[src/hw/csr_pkg.sv]
// package: offsets, field positions, reset values and carriers of the core register bank
package csr_pkg;
    // register indices as printed; byte address is four times the index
    localparam logic [8:0] CSR_IDX_STATUS  = 9'h003;
    localparam logic [8:0] CSR_IDX_IRQCTL  = 9'h00b;
    localparam logic [8:0] CSR_IDX_OPTION  = 9'h081;
    localparam logic [8:0] CSR_IDX_PCLATCH = 9'h00a;
    localparam logic [8:0] CSR_IDX_RESCTL  = 9'h010;
    localparam logic [8:0] CSR_IDX_PORT_B  = 9'h006;
    localparam logic [6:0] CSR_BANK_MASK   = 7'h7f;
    // status fields
    localparam int CSR_ST_IBANK = 7;
    localparam int CSR_ST_DB_HI = 6;
    localparam int CSR_ST_DB_LO = 5;
    localparam int CSR_ST_WDX   = 4;
    localparam int CSR_ST_HALT  = 3;
    localparam int CSR_ST_Z     = 2;
    localparam int CSR_ST_NC    = 1;
    localparam int CSR_ST_C     = 0;
    // option fields
    localparam int CSR_OP_PUDIS = 7;
    localparam int CSR_OP_EDGE  = 6;
    localparam int CSR_OP_SRC   = 5;
    localparam int CSR_OP_TSE   = 4;
    localparam int CSR_OP_OWNER = 3;
    // irq control fields
    localparam int CSR_IC_ALL_EN = 7;
    localparam int CSR_IC_PER_EN = 6;
    localparam int CSR_IC_TIE  = 5;
    localparam int CSR_IC_EIE  = 4;
    localparam int CSR_IC_PIE  = 3;
    localparam int CSR_IC_TIF  = 2;
    localparam int CSR_IC_EIF  = 1;
    localparam int CSR_IC_PIF  = 0;
    // reset values
    localparam logic [7:0] CSR_RST_STATUS = 8'h18;
    localparam logic [7:0] CSR_RST_OPTION = 8'hff;
    localparam logic [7:0] CSR_RST_IRQCTL = 8'h00;
    localparam logic [4:0] CSR_RST_PCLAT  = 5'h00;
    localparam logic [1:0] AXI_OKAY   = 2'h0;
    localparam logic [1:0] AXI_SLVERR = 2'h2;

    typedef enum logic [2:0] {
        CSR_OP_NONE = 3'h0,
        CSR_OP_ADD  = 3'h1,
        CSR_OP_SUB  = 3'h2,
        CSR_OP_LOG  = 3'h3,
        CSR_OP_RRC  = 3'h4,
        CSR_OP_RLC  = 3'h5
    } csr_alu_e;

    // core-side operation carrier
    typedef struct packed {
        csr_alu_e   op;
        logic [7:0] a;
        logic [7:0] b;
        logic [7:0] res;
        logic       dest_status;
        logic [7:0] wdata;
    } csr_alu_s;

    typedef struct packed {
        logic wdt_kick;
        logic halt;
        logic wdt_timeout;
        logic power_up;
    } csr_evt_s;
endpackage : csr_pkg
[src/hw/csr_core_regs.sv]
// core status, option and irq control register bank with axi4-lite slave
//
// The implementer's own choice: the AXI4-Lite register port.
`timescale 1ns/1ps
// Overview of operation
// - flag-updating ops override written z, nc, c
// - watchdog and halt flags ignore software writes
// - indirect bank bit picks banks 2-3 or 0-1
// - two-bit field picks one of four banks
// - watchdog flag set on power/kick/halt, cleared timeout
// - halt flag set on power/kick, cleared halt
// - zero flag reflects all-zero result
// - nibble carry from bit 3, inverted on subtract
// - subtract by two's complement; rotates load carry
// - pull-up disable bit gates all port pull-ups
// - edge select picks rising or falling external edge
// - source select picks pin or instruction clock
// - timer edge select picks pin transition direction
// - owner bit gives prescaler to watchdog or timer
// - ratio field sets timer and watchdog division
// - global enable gates all interrupts
// - peripheral enable gates peripheral interrupts
// - flags set regardless of enables
// - timer overflow flag sticky until software clears
// - external pin flag sticky until software clears
// - port change flag held while mismatch remains
// - pc latch feeds upper pc on branch
// - status and irq control mirrored in all banks
// - peripheral enables need peripheral enable bit
module csr_core_regs
    import csr_pkg::*;
(
    input  wire logic        aclk,
    input  wire logic        aresetn,
    input  wire logic        clk_en,
    input  wire logic [11:0] s_axi_awaddr,
    input  wire logic        s_axi_awvalid,
    output logic             s_axi_awready,
    input  wire logic [31:0] s_axi_wdata,
    input  wire logic [3:0]  s_axi_wstrb,
    input  wire logic        s_axi_wvalid,
    output logic             s_axi_wready,
    output logic [1:0]       s_axi_bresp,
    output logic             s_axi_bvalid,
    input  wire logic        s_axi_bready,
    input  wire logic [11:0] s_axi_araddr,
    input  wire logic        s_axi_arvalid,
    output logic             s_axi_arready,
    output logic [31:0]      s_axi_rdata,
    output logic [1:0]       s_axi_rresp,
    output logic             s_axi_rvalid,
    input  wire logic        s_axi_rready,
    input  wire csr_alu_s    alu,
    input  wire csr_evt_s    evt,
    input  wire logic        branch,
    input  wire logic [7:0]  periph_flags,
    input  wire logic [7:0]  periph_enables,
    input  wire logic        timer_zero_ovf,
    input  wire logic        ext_irq_pin,
    input  wire logic [3:0]  port_b_upper_pins,
    input  wire logic [7:0]  fsr_addr,
    output logic [8:0]       indirect_addr,
    output logic [1:0]       direct_bank,
    output logic             pullup_disable,
    output logic             ext_irq_rising,
    output logic             timer_src_pin,
    output logic             timer_falling,
    output logic             prescaler_to_wdt,
    output logic [7:0]       timer_div_log2,
    output logic [7:0]       wdt_div_log2,
    output logic [4:0]       pc_upper,
    output logic             irq_req
);
    logic [7:0] status_q, option_q, irqctl_q;
    logic [4:0] pclat_q;
    logic [1:0] ext_sync_q, ext_prev_q;
    logic [3:0] pb_s1_q, pb_s2_q, pb_last_q;
    logic       aw_hold_q, w_hold_q;
    logic [8:0] aw_idx_q;
    logic [7:0] w_byte_q;
    logic       w_en_q;
    logic [8:0] aw_idx_w, ar_idx;
    logic       wr_fire, rd_fire, wr_ok;
    logic [7:0] rd_val;
    logic       rd_ok;
    logic       ext_edge, pb_mismatch, pb_read;
    logic [8:0] sum9;
    logic [4:0] sum5;
    // accepts address and data in either order, answers after both
    assign wr_fire = aw_hold_q && w_hold_q && !s_axi_bvalid;
    always_ff @(posedge aclk) begin
        if (!aresetn) begin
            aw_hold_q     <= 1'b0;
            w_hold_q      <= 1'b0;
            aw_idx_q      <= 9'h000;
            w_byte_q      <= 8'h00;
            w_en_q        <= 1'b0;
            s_axi_awready <= 1'b0;
            s_axi_wready  <= 1'b0;
            s_axi_bvalid  <= 1'b0;
            s_axi_bresp   <= AXI_OKAY;
        end else if (clk_en) begin
            s_axi_awready <= !aw_hold_q && !s_axi_awready && s_axi_awvalid;
            s_axi_wready  <= !w_hold_q && !s_axi_wready && s_axi_wvalid;
            if (s_axi_awvalid && s_axi_awready) begin
                aw_hold_q <= 1'b1;
                aw_idx_q  <= s_axi_awaddr[10:2];
            end
            if (s_axi_wvalid && s_axi_wready) begin
                w_hold_q <= 1'b1;
                w_byte_q <= s_axi_wdata[7:0];
                w_en_q   <= s_axi_wstrb[0];
            end
            if (wr_fire) begin
                aw_hold_q    <= 1'b0;
                w_hold_q     <= 1'b0;
                s_axi_bvalid <= 1'b1;
                s_axi_bresp  <= wr_ok ? AXI_OKAY : AXI_SLVERR;
            end else if (s_axi_bvalid && s_axi_bready) begin
                s_axi_bvalid <= 1'b0;
            end
        end
    end

    // mirrored decode drops the bank bits
    assign aw_idx_w = aw_idx_q;
    assign wr_ok = ({2'b00, aw_idx_w[6:0]} == CSR_IDX_STATUS)
        || ({2'b00, aw_idx_w[6:0]} == CSR_IDX_IRQCTL)
        || ({2'b00, aw_idx_w[6:0]} == CSR_IDX_PCLATCH)
        || (aw_idx_w == CSR_IDX_OPTION) || (aw_idx_w == (CSR_IDX_OPTION | 9'h100))
        || (aw_idx_w == CSR_IDX_RESCTL);

    function automatic logic is_reg(input logic [8:0] idx, input logic [8:0] base);
        is_reg = ({2'b00, idx[6:0]} == base);
    endfunction : is_reg

    // status register
    assign sum9 = (alu.op == CSR_OP_SUB) ? {1'b0, alu.a} + {1'b0, ~alu.b} + 9'h001
                                         : {1'b0, alu.a} + {1'b0, alu.b};
    assign sum5 = (alu.op == CSR_OP_SUB) ? {1'b0, alu.a[3:0]} + {1'b0, ~alu.b[3:0]} + 5'h01
                                         : {1'b0, alu.a[3:0]} + {1'b0, alu.b[3:0]};
    always_ff @(posedge aclk) begin
        if (!aresetn) begin
            status_q <= CSR_RST_STATUS;
        end else if (clk_en) begin
            if (wr_fire && w_en_q && is_reg(aw_idx_q, CSR_IDX_STATUS)) begin
                status_q[7:5] <= w_byte_q[7:5];
                status_q[2:0] <= w_byte_q[2:0];
            end
            if (alu.dest_status) begin
                status_q[7:5] <= alu.wdata[7:5];
                // flag-affecting ops keep all three flags out of the write
                if (alu.op == CSR_OP_NONE)
                    status_q[2:0] <= alu.wdata[2:0];
            end
            // flag updates override any write in the same cycle; rotates leave z alone
            if (alu.op == CSR_OP_ADD || alu.op == CSR_OP_SUB || alu.op == CSR_OP_LOG) begin
                status_q[CSR_ST_Z] <= (alu.res == 8'h00);
            end
            if (alu.op == CSR_OP_ADD || alu.op == CSR_OP_SUB) begin
                status_q[CSR_ST_NC] <= sum5[4];
                status_q[CSR_ST_C]  <= sum9[8];
            end else if (alu.op == CSR_OP_RRC) begin
                status_q[CSR_ST_C] <= alu.a[0];
            end else if (alu.op == CSR_OP_RLC) begin
                status_q[CSR_ST_C] <= alu.a[7];
            end
            if (evt.power_up || evt.wdt_kick) begin
                status_q[CSR_ST_WDX]  <= 1'b1;
                status_q[CSR_ST_HALT] <= 1'b1;
            end else if (evt.halt) begin
                status_q[CSR_ST_WDX]  <= 1'b1;
                status_q[CSR_ST_HALT] <= 1'b0;
            end else if (evt.wdt_timeout) begin
                status_q[CSR_ST_WDX] <= 1'b0;
            end
        end
    end

    // option and pc latch
    always_ff @(posedge aclk) begin
        if (!aresetn) begin
            option_q <= CSR_RST_OPTION;
            pclat_q  <= CSR_RST_PCLAT;
            pc_upper <= CSR_RST_PCLAT;
        end else if (clk_en) begin
            if (wr_fire && w_en_q && aw_idx_q[6:0] == CSR_IDX_OPTION[6:0] && aw_idx_q[7])
                option_q <= w_byte_q;
            if (wr_fire && w_en_q && is_reg(aw_idx_q, CSR_IDX_PCLATCH))
                pclat_q <= w_byte_q[4:0];
            if (branch)
                pc_upper <= pclat_q;
        end
    end

    // pin synchronisers; first stage feeds only the second
    always_ff @(posedge aclk) begin
        if (!aresetn) begin
            ext_sync_q <= 2'b00;
            ext_prev_q <= 2'b00;
            pb_s1_q    <= 4'h0;
            pb_s2_q    <= 4'h0;
            pb_last_q  <= 4'h0;
        end else if (clk_en) begin
            ext_sync_q <= {ext_sync_q[0], ext_irq_pin};
            ext_prev_q <= {ext_prev_q[0], ext_sync_q[1]};
            pb_s1_q    <= port_b_upper_pins;
            pb_s2_q    <= pb_s1_q;
            if (pb_read)
                pb_last_q <= pb_s2_q;
        end
    end
    assign ext_edge = option_q[CSR_OP_EDGE] ? (ext_prev_q[0] && !ext_prev_q[1])
                                            : (!ext_prev_q[0] && ext_prev_q[1]);
    assign pb_mismatch = (pb_s2_q != pb_last_q);
    assign pb_read = rd_fire && is_reg(ar_idx, CSR_IDX_PORT_B);

    // irq control: hardware set wins over software clear
    always_ff @(posedge aclk) begin
        if (!aresetn) begin
            irqctl_q <= CSR_RST_IRQCTL;
        end else if (clk_en) begin
            if (wr_fire && w_en_q && is_reg(aw_idx_q, CSR_IDX_IRQCTL))
                irqctl_q <= w_byte_q;
            if (timer_zero_ovf)
                irqctl_q[CSR_IC_TIF] <= 1'b1;
            if (ext_edge)
                irqctl_q[CSR_IC_EIF] <= 1'b1;
            if (pb_mismatch)
                irqctl_q[CSR_IC_PIF] <= 1'b1;
        end
    end

    // read side
    assign ar_idx  = s_axi_araddr[10:2];
    assign rd_fire = s_axi_arvalid && s_axi_arready;
    always_comb begin
        rd_val = 8'h00;
        rd_ok  = 1'b1;
        if (is_reg(ar_idx, CSR_IDX_STATUS)) begin
            rd_val = status_q;
        end else if (is_reg(ar_idx, CSR_IDX_IRQCTL)) begin
            rd_val = irqctl_q;
        end else if (is_reg(ar_idx, CSR_IDX_PCLATCH)) begin
            rd_val = {3'h0, pclat_q};
        end else if (ar_idx[6:0] == CSR_IDX_OPTION[6:0] && ar_idx[7]) begin
            rd_val = option_q;
        end else if (is_reg(ar_idx, CSR_IDX_PORT_B)) begin
            rd_val = {pb_s2_q, 4'h0};
        end else begin
            rd_ok = 1'b0;
        end
    end
    always_ff @(posedge aclk) begin
        if (!aresetn) begin
            s_axi_arready <= 1'b0;
            s_axi_rvalid  <= 1'b0;
            s_axi_rdata   <= 32'h0000_0000;
            s_axi_rresp   <= AXI_OKAY;
        end else if (clk_en) begin
            s_axi_arready <= s_axi_arvalid && !s_axi_arready && !s_axi_rvalid;
            if (rd_fire) begin
                s_axi_rvalid <= 1'b1;
                s_axi_rdata  <= {24'h000000, rd_val};
                s_axi_rresp  <= rd_ok ? AXI_OKAY : AXI_SLVERR;
            end else if (s_axi_rvalid && s_axi_rready) begin
                s_axi_rvalid <= 1'b0;
            end
        end
    end

    // configuration outputs and request, all registered
    always_ff @(posedge aclk) begin
        if (!aresetn) begin
            indirect_addr    <= 9'h000;
            direct_bank      <= 2'b00;
            pullup_disable   <= CSR_RST_OPTION[CSR_OP_PUDIS];
            ext_irq_rising   <= CSR_RST_OPTION[CSR_OP_EDGE];
            timer_src_pin    <= CSR_RST_OPTION[CSR_OP_SRC];
            timer_falling    <= CSR_RST_OPTION[CSR_OP_TSE];
            prescaler_to_wdt <= CSR_RST_OPTION[CSR_OP_OWNER];
            // reset option gives the prescaler to the watchdog, timer runs undivided
            timer_div_log2   <= 8'h00;
            wdt_div_log2     <= {5'h00, CSR_RST_OPTION[2:0]};
            irq_req          <= 1'b0;
        end else if (clk_en) begin
            indirect_addr    <= {status_q[CSR_ST_IBANK], fsr_addr};
            direct_bank      <= status_q[CSR_ST_DB_HI:CSR_ST_DB_LO];
            pullup_disable   <= option_q[CSR_OP_PUDIS];
            ext_irq_rising   <= option_q[CSR_OP_EDGE];
            timer_src_pin    <= option_q[CSR_OP_SRC];
            timer_falling    <= option_q[CSR_OP_TSE];
            prescaler_to_wdt <= option_q[CSR_OP_OWNER];
            timer_div_log2   <= option_q[CSR_OP_OWNER] ? 8'h00
                                : {5'h00, option_q[2:0]} + 8'h01;
            wdt_div_log2     <= option_q[CSR_OP_OWNER] ? {5'h00, option_q[2:0]}
                                : 8'h00;
            irq_req <= irqctl_q[CSR_IC_ALL_EN] && (
                (|(irqctl_q[5:3] & irqctl_q[2:0]))
                || (irqctl_q[CSR_IC_PER_EN] && |(periph_flags & periph_enables)));
        end
    end

    // assertions
    property p_halt_clears;
        @(posedge aclk) disable iff (!aresetn)
        clk_en && evt.halt && !evt.power_up && !evt.wdt_kick
            |=> !status_q[CSR_ST_HALT] && status_q[CSR_ST_WDX];
    endproperty
    a_halt_clears: assert property (p_halt_clears) else $error("halt flags wrong");

    property p_zero_flag;
        @(posedge aclk) disable iff (!aresetn)
        clk_en && (alu.op == CSR_OP_ADD || alu.op == CSR_OP_SUB || alu.op == CSR_OP_LOG)
            |=> status_q[CSR_ST_Z] == ($past(alu.res) == 8'h00);
    endproperty
    a_zero_flag: assert property (p_zero_flag) else $error("zero flag wrong");

    property p_ro_bits;
        @(posedge aclk) disable iff (!aresetn)
        clk_en && !evt.power_up && !evt.wdt_kick && !evt.halt && !evt.wdt_timeout
            |=> $stable(status_q[4:3]);
    endproperty
    a_ro_bits: assert property (p_ro_bits) else $error("read-only bits moved");

    property p_timer_flag;
        @(posedge aclk) disable iff (!aresetn)
        clk_en && timer_zero_ovf |=> irqctl_q[CSR_IC_TIF];
    endproperty
    a_timer_flag: assert property (p_timer_flag) else $error("overflow flag lost");

    property p_global_gate;
        @(posedge aclk) disable iff (!aresetn)
        clk_en && !irqctl_q[CSR_IC_ALL_EN] |=> !irq_req;
    endproperty
    a_global_gate: assert property (p_global_gate) else $error("request without global enable");

    property p_pc_copy;
        @(posedge aclk) disable iff (!aresetn)
        clk_en && branch |=> pc_upper == $past(pclat_q);
    endproperty
    a_pc_copy: assert property (p_pc_copy) else $error("pc upper not loaded");

    property p_mismatch;
        @(posedge aclk) disable iff (!aresetn)
        clk_en && pb_mismatch |=> irqctl_q[CSR_IC_PIF];
    endproperty
    a_mismatch: assert property (p_mismatch) else $error("port flag not held");

    property p_tdiv;
        @(posedge aclk) disable iff (!aresetn)
        clk_en && !option_q[CSR_OP_OWNER] ##1 clk_en
            |-> timer_div_log2 == {5'h00, $past(option_q[2:0])} + 8'h01;
    endproperty
    a_tdiv: assert property (p_tdiv) else $error("timer divide wrong");
endmodule : csr_core_regs

[config.mk]
export PLATFORM = sky130hd
export DESIGN_NAME = csr_core_regs
export DESIGN_NICKNAME = d
export VERILOG_FILES = /design/src/hw/csr_pkg.sv /design/src/hw/csr_core_regs.sv
export SDC_FILE = /design/constraint.sdc
export NUM_CORES = 1
export LEC_CHECK = 0
export ABC_AREA = 1
export BUFFER_PORTS_ARGS = -buffer_cell sky130_fd_sc_hd__buf_2
export CAP_MARGIN = 40
export CORE_AREA = 2 2 123 125
export DETAILED_ROUTE_END_ITERATION = 8
export DIE_AREA = 0 0 125 127
export HOLD_SLACK_MARGIN = 0.1
export MAX_ROUTING_LAYER = met4
export PLACE_DENSITY = 0.73
export SKIP_LAST_GASP = 1
export SLEW_MARGIN = 25
export SYNTH_ARGS = -nofsm -noshare
export SYNTH_HDL_FRONTEND = slang
export SYNTH_SLANG_ARGS = --single-unit
[constraint.sdc]
create_clock -name aclk -period 2 [get_ports aclk]
set_input_delay 0.2 -clock aclk [delete_from_list [all_inputs] [get_ports aclk]]
set_output_delay 0.2 -clock aclk [all_outputs]
set_load 0.005 [all_outputs]
==> results_dict.tcl <==
set metrics [dict create \
    status "completed" \
    grt_max_degree 69 \
    clock_latency_ns 0.35 \
    dieHeight_um 127 \
    gr-max-usage-layer "met2" \
    maxSlewViolCount 0 \
    rows 44 \
    cts_buffer_depth 2 \
    period_minus_slack_ns 1.669 \
    antenna_left 0 \
    root_buffer "clkbuf_16" \
    stdcell_area_um2 6464 \
    grt_pass1_vias 4700 \
    synth-edff-count 0 \
    yosysUniqueCellTypes 38 \
    first_iter_violations 365 \
    dp_slack_ns 0.2672 \
    wl_per_cell_um 13.57 \
    peakVddDrop_mv 0.4392 \
    ys_seq_elements 109 \
    clock_sinks 109 \
    worst-setup-path-type "reg -> reg" \
    critical_path_arrival_ns 1.90 \
    period_share_pct 83.43 \
    fin_ws_ns 0.3313 \
    io_pins 218 \
    routabilityCongestion 0.8879 \
    total_power_mw 4.535 \
    slowest_stage "nand4_4" \
    numCtsBuffers 9 \
    cts_tree "yes" \
    synth-main-ff-cell "dfxtp_1" \
    cp-start-kind "flip-flop" \
    crit_chain "nor2_1 -> nand2_1 -> nor4_4 -> nand4_4 -> nand2_1 -> o211ai_2" \
    gr-total-overflow 0 \
    fin_skew_ns 0.008217 \
    met3_usage_pct 4.229 \
    ys_top_cells_by_area "dfxtp_1 (42%), o21ai_0 (8.6%), nand2_1 (8.2%)" \
    syn_area_per_cell_um2 7.369 \
    cp_common_cell "nand2_1" \
    tns_ns 0 \
    placed_cells_incl_taps 1025 \
    required_ns 2.23 \
    tightest_slew_ns 0.6725 \
    cts_setup_buffers 0 \
    max_freq_mhz 599.3 \
    synth_common_cells "nand2_1 (115), dfxtp_1 (109), o21ai_0 (90)" \
    async_flop_share_pct 0 \
    grt_first_pass_wirelength_mm 22.92 \
    fillers 1523 \
    yosysWarnings 0 \
    syn_inst 713 \
    placed_cell_area_um2 6045 \
    wl_mm 14.34 \
    use_met1_pct 22.84 \
    use_met2_pct 29.25 \
    worstSetupEndpointType "flip-flop" \
    clk_pin_slew_worst_paths_ns 0.07 \
    synth_seq_area_share_pct 41.53 \
    crit_path_max_incr_delay_ns 0.35 \
    yosysTopAreaCell "dfxtp_1" \
    rsz0062_at_grt "false" \
    synthMostInstantiatedCell "nand2_1" \
    htree_levels 3 \
    setup_viol 0 \
    design.die.area_um2 15880 \
    viasPerCell 4.789 \
    port_buffers 146 \
    fin_nets 1020 \
    drive_gt1_share_pct 22.16 \
    grtUsageTotal_pct 18.17 \
    antenna_found_initial 1 \
    area_delta_synth_final_pct 23.03 \
    finalHoldViolations 0 \
    cap_violations 0 \
    crit_fanout 16 \
    start_util_pct 36.42 \
    syn_area_um2 5254 \
    power_density_nw_per_um2 701.6 \
    synth_top_area_share_pct 41.53 \
    num_vias 5057 \
    first_pass_iters 5 \
    instances_no_fill 1056 \
    min_path_type "in -> reg" \
    core_area_um2 14420 \
    drcViolationCount 0 \
    relSlewSlack_pct 55.04 \
    die_w_um 125 \
    hpwl_mm 10.69 \
    leakage_nw 3.060 \
]
==> layout by cell type, fill, tap and decap left out, types with 3 or more instances in the layout <==
master         instances
buf_2                146
nand2_1              115
dfxtp_1              109
o21ai_0               90
a21oi_1               82
inv_1                 77
nor2_1                66
conb_1                35
nand3_1               33
ha_1                  15
dlygate4sd3_1         14
clkbuf_16              9
o211ai_2               8
a31oi_1                8
nand4_1                8
inv_2                  6
buf_4                  6
o211ai_1               5
o22ai_1                5
a211oi_1               3
clkinv_2               3
==> worst paths after layout <==
kind                start           end  slack [ns]  cells past startpoint
max           aw_idx_q[5]   option_q[7]        0.33                      6
min          s_axi_rready  s_axi_rvalid        0.11                      4
max reg2reg   aw_idx_q[5]   option_q[7]        0.33                      6
min reg2reg   aw_idx_q[6]   aw_idx_q[6]        0.44                      2
==> sequential cells by signal, indices dropped and copies added, names as in the netlist, 2 cells and up <==
name,count
ext_prev_q,2
w_byte_q,8
pb_s1_q,4
pc_upper,5
irqctl_q,8
timer_div_log2,4
indirect_addr,9
pclat_q,5
s_axi_rdata,8
aw_idx_q,9
ext_sync_q,2
wdt_div_log2,3
pb_s2_q,4
option_q,8
pb_last_q,4
status_q,8
direct_bank,2
==> worst max-delay path, delay by kind of cell, from the launching register on <==
| kind | cells | cell delay, ns |
|---|---|---|
| flip-flops | 1 | 0.32 |
| AO/OA/AOI/OAI | 1 | 0.09 |
| AND/OR/NAND/NOR | 5 | 1.14 |
==> per-stage QoR <==
stage | hold slack [ns] | utilization (%)
floorplan | 0.3349 | -
global placement | 0.4203 | 41.91
detailed placement | 0.4309 | 41.91
CTS | 0.1071 | 44.80
global route | 0.1239 | 44.81
finish | 0.1122 | 44.81
==> where the power goes <==
group          internal (mW)  switching (mW)
Sequential              2.25          0.0503
Combinational          0.237           0.317
Clock                  0.850           0.828
Total                   3.34            1.19
==> repair_timing <==
item | in CTS | in global routing
endpoints found under the hold margin | 14 | 0
resized for setup | 0 | 0
hold buffers | 14 | 0
==> logic make-up after synthesis <==
logic type                 share of synthesized area [%]
xor gates and xnor gates                          0.3335
adders and majority gates                          3.572
buffers and inverters                              13.07
and+or+nand+nor                                    19.62
AOI/OAI and AO/OA                                  21.79
DFF                                                41.53
other                                            0.07138
==> layer usage <==
metal	part of all wire, %	vias up	routed length (um)
met2	47	160	6709
met1	45	2278	6479
met5	0	-	0
met4	1.6	0	235
li1	-	2602	-
met3	6.3	17	910
==> cell type report <==
class                   instances  area, um^2  area share (%)
multi-input cells             493        2512           38.87
well taps                     184       230.2           3.562
flip-flops and latches        109        2182           33.76
diodes                          1       2.502         0.03871
clock inverters                 7       51.30          0.7937
repair buffers                167       935.9           14.48
inverters                      86       324.1           5.014
clock buffers                   9       225.2           3.484
No activity file was read; power rests on OpenSTA's default activity.
